$ cat config.mk
export PLATFORM = sky130hd
export DESIGN_NAME = pmd_top
export DESIGN_NICKNAME = d
export VERILOG_FILES = /design/src/pmd_pkg.sv /design/src/pmd_table_rom.sv /design/src/pmd_bit_calc.sv /design/src/pmd_top.sv
export SDC_FILE = /design/constraint.sdc
export NUM_CORES = 1
export LEC_CHECK = 0
export BUFFER_PORTS_ARGS = -buffer_cell sky130_fd_sc_hd__buf_2
export CORE_AREA = 2 2 78 110
export CTS_BUF_LIST = sky130_fd_sc_hd__clkbuf_4
export CTS_CLUSTER_DIAMETER = 60
export DETAILED_ROUTE_END_ITERATION = 10
export DIE_AREA = 0 0 80 112
export GPL_TIMING_DRIVEN = 0
export PLACE_DENSITY = 0.94
export SLEW_MARGIN = 30
export SYNTH_ARGS = -nofsm -noshare
export SYNTH_HDL_FRONTEND = slang
export SYNTH_HIERARCHICAL = 1
export SYNTH_SLANG_ARGS = --single-unit
$ cat constraint.sdc
create_clock -name mclk -period 11.22 [get_ports mclk]
set_clock_uncertainty 0.15 [all_clocks]
set_input_delay 3.366 -clock mclk [delete_from_list [all_inputs] [get_ports mclk]]
set_output_delay 3.366 -clock mclk [all_outputs]
set_load 0.005 [all_outputs]
$ cat src/pmd_pkg.sv
// Package for the protection map decoder: table layout, section codes,
// adder constants and the register port map.
// Assumes a single clock domain and a plain register port.
`default_nettype none
package pmd_pkg;
    // ------------------------------------------------------------------
    // Table geometry
    // ------------------------------------------------------------------
    localparam int          NUM_SECTIONS = 5;
    localparam int          SEC_BYTES    = 4;
    localparam int          TBL_BYTES    = NUM_SECTIONS * SEC_BYTES;
    localparam int          POS_W        = 10;
    localparam int          CNT_W        = 10;

    // Byte offsets within one section entry
    localparam logic [1:0]  FLD_TYPE     = 2'h0;
    localparam logic [1:0]  FLD_NSEC     = 2'h1;
    localparam logic [1:0]  FLD_START    = 2'h2;
    localparam logic [1:0]  FLD_END      = 2'h3;

    // ------------------------------------------------------------------
    // Sector types and their size descriptor locations
    // ------------------------------------------------------------------
    localparam logic [7:0]  TYPE_8K      = 8'h02;
    localparam logic [7:0]  TYPE_32K     = 8'h03;
    localparam logic [7:0]  TYPE_64K     = 8'h04;
    localparam logic [7:0]  DESC_LOC_8K  = 8'h4E;
    localparam logic [7:0]  DESC_LOC_32K = 8'h50;
    localparam logic [7:0]  DESC_LOC_64K = 8'h52;

    // Number-of-sectors exponents: four 8K blocks, one 32K block
    localparam logic [7:0]  NSEC_8K      = 8'h02;
    localparam logic [7:0]  NSEC_32K     = 8'h00;

    // Start and end adders (two's complement, 00 means bit zero)
    localparam logic [7:0]  ADD_ZERO     = 8'h00;
    localparam logic [7:0]  ADD_BOT_S    = 8'hFF;
    localparam logic [7:0]  ADD_BOT_E    = 8'h04;
    localparam logic [7:0]  ADD_LO32     = 8'hFD;
    localparam logic [7:0]  ADD_64_E     = 8'hFC;
    localparam logic [7:0]  ADD_HI32     = 8'hFE;
    localparam logic [7:0]  ADD_TOP_S    = 8'h07;
    localparam logic [7:0]  ADD_TOP_E    = 8'h0E;

    // ------------------------------------------------------------------
    // Density codes
    // ------------------------------------------------------------------
    localparam logic [3:0]  M_8MBIT      = 4'h4;
    localparam logic [3:0]  M_16MBIT     = 4'h5;
    localparam logic [3:0]  M_32MBIT     = 4'h6;
    localparam logic [3:0]  M_64MBIT     = 4'h7;
    localparam logic [3:0]  M_128MBIT    = 4'h8;

    typedef enum logic [2:0] {
        PMD_D8   = 3'h0,
        PMD_D16  = 3'h1,
        PMD_D32  = 3'h2,
        PMD_D64  = 3'h3,
        PMD_D128 = 3'h4
    } pmd_dens_t;

    // ------------------------------------------------------------------
    // Register port map (byte index into 8-bit registers)
    // ------------------------------------------------------------------
    localparam logic [7:0]  REG_TBL_BASE = 8'h00;
    localparam logic [7:0]  REG_DENSITY  = 8'h20;
    localparam logic [7:0]  REG_SEL      = 8'h21;
    localparam logic [7:0]  REG_FIRST_LO = 8'h22;
    localparam logic [7:0]  REG_FIRST_HI = 8'h23;
    localparam logic [7:0]  REG_LAST_LO  = 8'h24;
    localparam logic [7:0]  REG_LAST_HI  = 8'h25;
    localparam logic [7:0]  REG_CNT_LO   = 8'h26;
    localparam logic [7:0]  REG_CNT_HI   = 8'h27;
    localparam logic [7:0]  REG_STATUS   = 8'h28;
    localparam logic [7:0]  REG_BASE_KB  = 8'h29;
    localparam pmd_dens_t   DENS_RST     = PMD_D16;
    localparam logic [2:0]  SEL_RST      = 3'h0;
endpackage
`default_nettype wire

$ cat src/pmd_table_rom.sv
// Parameter table image for the five protection sections.
// Purely combinational; the caller registers the byte it reads.
`default_nettype none
module pmd_table_rom (
    input  wire logic [4:0] idx,
    output logic      [7:0] data
);
    always_comb begin
        unique case (idx)
            5'd0:    data = pmd_pkg::TYPE_8K;
            5'd1:    data = pmd_pkg::NSEC_8K;
            5'd2:    data = pmd_pkg::ADD_BOT_S;
            5'd3:    data = pmd_pkg::ADD_BOT_E;
            5'd4:    data = pmd_pkg::TYPE_32K;
            5'd5:    data = pmd_pkg::NSEC_32K;
            5'd6:    data = pmd_pkg::ADD_LO32;
            5'd7:    data = pmd_pkg::ADD_LO32;
            5'd8:    data = pmd_pkg::TYPE_64K;
            5'd9:    data = pmd_pkg::ADD_ZERO;     // Count derives from density
            5'd10:   data = pmd_pkg::ADD_ZERO;
            5'd11:   data = pmd_pkg::ADD_64_E;
            5'd12:   data = pmd_pkg::TYPE_32K;
            5'd13:   data = pmd_pkg::NSEC_32K;
            5'd14:   data = pmd_pkg::ADD_HI32;
            5'd15:   data = pmd_pkg::ADD_HI32;
            5'd16:   data = pmd_pkg::TYPE_8K;
            5'd17:   data = pmd_pkg::NSEC_8K;
            5'd18:   data = pmd_pkg::ADD_TOP_S;
            5'd19:   data = pmd_pkg::ADD_TOP_E;
            default: data = 8'h00;
        endcase
    end
endmodule
`default_nettype wire

$ cat src/pmd_bit_calc.sv
// Turns one stored adder into a protection-register bit position.
// Combinational; m is limited to the documented densities.
`default_nettype none
module pmd_bit_calc (
    input  wire logic [3:0]                   m,
    input  wire logic [7:0]                   adder,
    output logic      [pmd_pkg::POS_W-1:0]    pos
);
    logic [pmd_pkg::POS_W-1:0] base;
    logic [pmd_pkg::POS_W-1:0] ext;

    always_comb begin
        base = (pmd_pkg::POS_W'(1) << m) + pmd_pkg::POS_W'(1);
        ext  = {{(pmd_pkg::POS_W-8){adder[7]}}, adder};
        if (adder == pmd_pkg::ADD_ZERO) begin
            pos = '0;
        end else begin
            pos = base + ext;
        end
    end
endmodule
`default_nettype wire

$ cat src/pmd_top.sv
// Protection map decoder: serves the section table, and decodes a chosen
// section into its bit range, sector count and base address.
// Assumes a host reading over a plain register port clocked by mclk.
`default_nettype none

// Functional notes
// - A start field of zero means protection bit zero, not an adder.
// - Bits advance by one per sector from start to end, spanning the sector count; the 8K sections span 6 and 8 bits for 4 sectors and set map_error.
// - The end field is an adder c giving a last bit of 2^m + 1 + c.
// - Layout is four 8K, one 32K, many 64K, one 32K, four 8K blocks, bottom up.
// - Type codes are 2 for 8K, 3 for 32K, 4 for 64K, described at 4E, 50, 52.
// - The 8K and 32K sector counts are two to the power of the stored byte n.
// - The 64K sector count is two to the power m, minus two.
// - The density code m is 4, 5, 6, 7, 8 for 8, 16, 32, 64, 128 Mbit.
// - Nonzero adders are signed two's-complement bytes.
// - The bottom 8K section stores start FF and end 04.
// - In 8K sections odd bits are read locks and even bits write locks.
// - The 32K sections store equal adders, FD for the lower, FE for the upper.
// - The 64K section stores start zero and end FC.
// - The top 8K section stores start 07 and end 0E.
module pmd_top (
    input  wire logic       mclk,
    input  wire logic       sys_rst,
    input  wire logic [7:0] reg_addr,
    input  wire logic [7:0] reg_wdata,
    input  wire logic       reg_wr,
    input  wire logic       reg_rd,
    output logic      [7:0] reg_rdata,
    output logic            map_error,
    output logic      [7:0] lock_kind
);
    // ------------------------------------------------------------------
    // State
    // ------------------------------------------------------------------
    typedef struct packed {
        pmd_pkg::pmd_dens_t          dens;
        logic [2:0]                  sel;
        logic [pmd_pkg::POS_W-1:0]   first;
        logic [pmd_pkg::POS_W-1:0]   last;
        logic [pmd_pkg::CNT_W-1:0]   count;
        logic [7:0]                  base_kb;
        logic                        mismatch;
        logic [7:0]                  kind;
        logic [7:0]                  rdata;
    } pmd_state_t;

    pmd_state_t s_q;
    pmd_state_t s_d;

    logic [3:0]                m_val;
    logic [4:0]                rom_idx;
    logic [4:0]                sec_base;
    logic [7:0]                rom_data;
    logic [7:0]                f_type;
    logic [7:0]                f_nsec;
    logic [7:0]                f_start;
    logic [7:0]                f_end;
    logic [pmd_pkg::POS_W-1:0] pos_start;
    logic [pmd_pkg::POS_W-1:0] pos_end;
    logic [pmd_pkg::CNT_W-1:0] cnt_calc;
    logic [pmd_pkg::POS_W-1:0] span;
    logic [7:0]                base_calc;
    logic [7:0]                kb_64;
    logic [7:0]                kind_bits;

    // ------------------------------------------------------------------
    // Density code
    // ------------------------------------------------------------------
    always_comb begin
        unique case (s_q.dens)
            pmd_pkg::PMD_D8:   m_val = pmd_pkg::M_8MBIT;
            pmd_pkg::PMD_D16:  m_val = pmd_pkg::M_16MBIT;
            pmd_pkg::PMD_D32:  m_val = pmd_pkg::M_32MBIT;
            pmd_pkg::PMD_D64:  m_val = pmd_pkg::M_64MBIT;
            pmd_pkg::PMD_D128: m_val = pmd_pkg::M_128MBIT;
            default:           m_val = pmd_pkg::M_16MBIT;
        endcase
    end

    // ------------------------------------------------------------------
    // Table image and per-section fields
    // ------------------------------------------------------------------
    // Host reads index the table directly; the decode path reads the
    // selected section's fields from the same constants.
    assign rom_idx  = reg_addr[4:0];
    assign sec_base = 5'(s_q.sel) * 5'(pmd_pkg::SEC_BYTES);

    pmd_table_rom u_rom (
        .idx  (rom_idx),
        .data (rom_data)
    );

    pmd_table_rom u_rom_type (
        .idx  (sec_base + 5'(pmd_pkg::FLD_TYPE)),
        .data (f_type)
    );

    pmd_table_rom u_rom_nsec (
        .idx  (sec_base + 5'(pmd_pkg::FLD_NSEC)),
        .data (f_nsec)
    );

    pmd_table_rom u_rom_start (
        .idx  (sec_base + 5'(pmd_pkg::FLD_START)),
        .data (f_start)
    );

    pmd_table_rom u_rom_end (
        .idx  (sec_base + 5'(pmd_pkg::FLD_END)),
        .data (f_end)
    );

    pmd_bit_calc u_calc_start (
        .m     (m_val),
        .adder (f_start),
        .pos   (pos_start)
    );

    pmd_bit_calc u_calc_end (
        .m     (m_val),
        .adder (f_end),
        .pos   (pos_end)
    );

    // Lock role of the first eight bits of an 8K section: odd positions read-lock
    for (genvar b = 0; b < 8; b++) begin : g_kind
        assign kind_bits[b] = (f_type == pmd_pkg::TYPE_8K) & (pos_start[0] ^ 1'(b % 2));
    end

    // ------------------------------------------------------------------
    // Decode of the selected section
    // ------------------------------------------------------------------
    always_comb begin
        kb_64 = 8'(((pmd_pkg::CNT_W'(1) << m_val) - pmd_pkg::CNT_W'(2)) * 64 / 32);
        if (f_type == pmd_pkg::TYPE_64K) begin
            cnt_calc = (pmd_pkg::CNT_W'(1) << m_val) - pmd_pkg::CNT_W'(2);
        end else begin
            cnt_calc = pmd_pkg::CNT_W'(1) << f_nsec[3:0];
        end
        span = pos_end - pos_start + pmd_pkg::POS_W'(1);
        // Base address in 32 KByte units, bottom-up section order
        unique case (s_q.sel)
            3'd0:    base_calc = 8'h00;
            3'd1:    base_calc = 8'h01;
            3'd2:    base_calc = 8'h02;
            3'd3:    base_calc = 8'h02 + kb_64;
            default: base_calc = 8'h03 + kb_64;
        endcase
    end

    // ------------------------------------------------------------------
    // Next state
    // ------------------------------------------------------------------
    always_comb begin
        s_d          = s_q;
        s_d.first    = pos_start;
        s_d.last     = pos_end;
        s_d.count    = cnt_calc;
        s_d.base_kb  = base_calc;
        s_d.mismatch = (span != cnt_calc);
        s_d.kind     = kind_bits;
        if (reg_wr) begin
            if (reg_addr == pmd_pkg::REG_DENSITY) begin
                // Whole byte compared so a set high bit cannot alias a legal code
                if (reg_wdata <= 8'(pmd_pkg::PMD_D128)) begin
                    s_d.dens = pmd_pkg::pmd_dens_t'(reg_wdata[2:0]);
                end
            end else if (reg_addr == pmd_pkg::REG_SEL) begin
                if (reg_wdata < 8'(pmd_pkg::NUM_SECTIONS)) begin
                    s_d.sel = reg_wdata[2:0];
                end
            end
        end
        s_d.rdata = 8'h00;
        if (reg_rd) begin
            if (reg_addr < 8'(pmd_pkg::TBL_BYTES)) begin
                s_d.rdata = rom_data;
            end else begin
                unique case (reg_addr)
                    pmd_pkg::REG_DENSITY:  s_d.rdata = {5'h00, s_q.dens};
                    pmd_pkg::REG_SEL:      s_d.rdata = {5'h00, s_q.sel};
                    pmd_pkg::REG_FIRST_LO: s_d.rdata = s_q.first[7:0];
                    pmd_pkg::REG_FIRST_HI: s_d.rdata = 8'(s_q.first[pmd_pkg::POS_W-1:8]);
                    pmd_pkg::REG_LAST_LO:  s_d.rdata = s_q.last[7:0];
                    pmd_pkg::REG_LAST_HI:  s_d.rdata = 8'(s_q.last[pmd_pkg::POS_W-1:8]);
                    pmd_pkg::REG_CNT_LO:   s_d.rdata = s_q.count[7:0];
                    pmd_pkg::REG_CNT_HI:   s_d.rdata = 8'(s_q.count[pmd_pkg::CNT_W-1:8]);
                    pmd_pkg::REG_STATUS:   s_d.rdata = {7'h00, s_q.mismatch};
                    pmd_pkg::REG_BASE_KB:  s_d.rdata = s_q.base_kb;
                    default:               s_d.rdata = 8'h00;
                endcase
            end
        end
    end

    always_ff @(posedge mclk) begin
        if (sys_rst) begin
            s_q          <= '0;
            s_q.dens     <= pmd_pkg::DENS_RST;
            s_q.sel      <= pmd_pkg::SEL_RST;
        end else begin
            s_q <= s_d;
        end
    end

    assign reg_rdata = s_q.rdata;
    assign map_error = s_q.mismatch;
    assign lock_kind = s_q.kind;
endmodule
`default_nettype wire

==> results.py <==
metrics = {
    "status": {
        "outcome": "completed",
    },
    "global_routing": {
        "grt_use_total": 0.289,
        "gr-total-overflow": 0,
        "grt_pass1_wl_um": 20900,
        "grt_max_degree": 33,
        "first_global_vias": 4819,
        "antenna_found_initial": 0,
    },
    "layout": {
        "diodes": 0,
        "area_delta_synth_final_pct": 10.2,
        "layout_common_cells": "nor2_1, ha_1, dfxtp_1, conb_1",
        "drive_above_1_share": 0.169,
        "layout.nets": 812,
        "layout_commonest_cell": "nor2_1",
        "nFillCells": 628,
    },
    "clock_tree": {
        "clock_latency_ns": 0.40,
        "clk_pin_slew_worst_paths_ns": 0.17,
        "htree_num_levels": 2,
        "cts_buffers": 5,
        "cts.hold.buffers_added": 0,
        "cts_buffer_depth": 2,
        "cts_resized": 0,
        "clockRootBuffer": "clkbuf_4",
        "numClockSinks": 55,
        "postCtsSetupRepairBufs": 0,
        "cts_tree": "done",
    },
    "sta": {
        "hold_viol": 0,
        "final.setup.tns_ns": 0,
        "maxSlewHeadroom": 0.459,
        "rsz0062_at_grt": "no",
        "setup_viol": 0,
        "post-route-min-period_ns": 5.83,
        "fin_crit_sh": 0.520,
        "worst-slew-pin-transition_ns": 0.810,
        "max_freq_mhz": 171,
        "finalMaxSlewViolations": 0,
        "setup_slack_ns": 5.39,
    },
    "placed_design": {
        "dp_hpwl_um": 10500,
        "place_ws_ns": 5.53,
        "globalplace.congestion": 1.00,
        "io_buffers": 36,
    },
    "power_and_ir_drop": {
        "cellLeakagePower_nw": 2.68,
        "power_frac_comb": 0.355,
        "finalPower_mw": 0.457,
        "internal_power_mw": 0.298,
        "p_clk_frac": 0.201,
        "switching_power_mw": 0.159,
        "seq_power_share": 0.444,
        "peakVddDrop_mv": 0.0611,
        "switching_share": 0.348,
        "power_density_nw_per_um2": 78.1,
    },
    "min_path": {
        "min_path_type": "reg -> reg",
        "min_path_cells": 2,
    },
    "setup_path": {
        "crit_arrival_ns": 5.94,
        "critPathLaunchType": "flop",
        "crit_chain": "clkbuf_1, nor2_1, nand2_1, inv_1, nor3_1, ha_1, nor2b_1, o31ai_1, a21boi_0, o21a_1, nor3_1, inv_1, ha_1, ha_1, nand2_2, nor3_2, mux2i_1, a2111oi_4, nand3_1, nand3_1, a41oi_2",
        "cpMaxStageDelayCell": "a2111oi_4",
        "slowest_delay_ns": 0.46,
        "path_delay_family": "simple AND/OR/NAND/NOR gates",
        "path_depth": 21,
        "cp_num_buf_inv": 3,
        "worst_setup_path_end_kind": "flop",
        "crit_top_cell": "ha_1",
        "critPathKind": "reg -> reg",
        "ff2ff_path_depth": 21,
        "worstPathRequired_ns": 11.32,
        "crit_fanout": 17,
    },
    "die": {
        "die_y_um": 112,
        "core_um2": 8000,
        "dieArea_um2": 8960,
        "start_util": 0.664,
        "rows": 39,
        "ios": 37,
        "die_w_um": 80,
    },
    "job": {
        "drv_cap": 0,
    },
    "routing": {
        "wl_um": 12900,
        "wl_per_cell_um": 15.5,
        "ant_nets": 0,
        "viasPerCell": 5.80,
        "num_vias": 4808,
        "drt_iter0_drc": 190,
        "drcViolationCount": 0,
        "dr.pass1.iters": 5,
    },
    "synthesis": {
        "synth_area_um2": 5310,
        "synth.avg_cell_area_um2": 8.31,
        "synthCells": 639,
        "yosysWarningCount": 6,
    },
}
-- through the flow --
| stage | util | instances | area, um2 | hold slack [ns] |
|---|---|---|---|---|
| after floorplan | - | 683 | 5480 | 0.340 |
| after global placement | 0.723 | 821 | 5780 | 0.359 |
| after detailed placement | 0.724 | 821 | 5790 | 0.363 |
| after CTS | 0.731 | 829 | 5850 | 0.392 |
| after global routing | 0.732 | 829 | 5850 | 0.435 |
| final | 0.732 | 829 | 5850 | 0.395 |
-- final timing paths --
check / end / slack, ns / startpoint
hold reg to reg: reg_rdata[4] / 0.40 / s_q[21]
setup reg to reg: map_error / 5.39 / s_q[59]
setup / recovery: map_error / 5.39 / s_q[59]
hold / removal: reg_rdata[4] / 0.40 / s_q[21]
-- worst reg2reg max path, delay by kind of cell (launching register included) --
| family | cells | cell delay, ns |
|---|---|---|
| buf+inv | 3 | 0.86 |
| flops | 1 | 0.34 |
| simple gates | 9 | 1.86 |
| mux | 1 | 0.15 |
| compound gates | 5 | 1.37 |
| fa+ha+maj | 3 | 0.97 |
-- state kept, by name, indices dropped and copies added, names as in the netlist --
signal,cells
lock_kind,2
s_q,44
map_error,1
reg_rdata,8
-- power groups by stage --
stage               Combinational, mW  Clock [mW]  Sequential [mW]
finish                          0.162      0.0919            0.203
CTS                             0.158      0.0920            0.203
detailed placement              0.157           0            0.207
global placement                0.151           0            0.207
floorplan                       0.125           0            0.207
global route                    0.177      0.0998            0.203
-- cell type report --
cell class / instances / area, um2 / share of cell area
buffer: 46 / 334 / 0.0571
clock buffer: 5 / 37.5 / 0.00641
clock inverter: 3 / 25.0 / 0.00427
inverter: 41 / 154 / 0.0263
multi-input combinational: 541 / 3890 / 0.665
sequential: 55 / 1100 / 0.189
tap: 102 / 128 / 0.0218
timing repair buffer: 36 / 180 / 0.0308
-- routing by layer --
layer / up-vias / track usage / share of wire
li1: 2386 / - / -
met1: 2242 / 0.279 / 0.38
met2: 133 / 0.569 / 0.54
met3: 47 / 0.0154 / 0.026
met4: 0 / 0.180 / 0.060
met5: - / 0 / 0
Power figures use the tool's default switching activity.
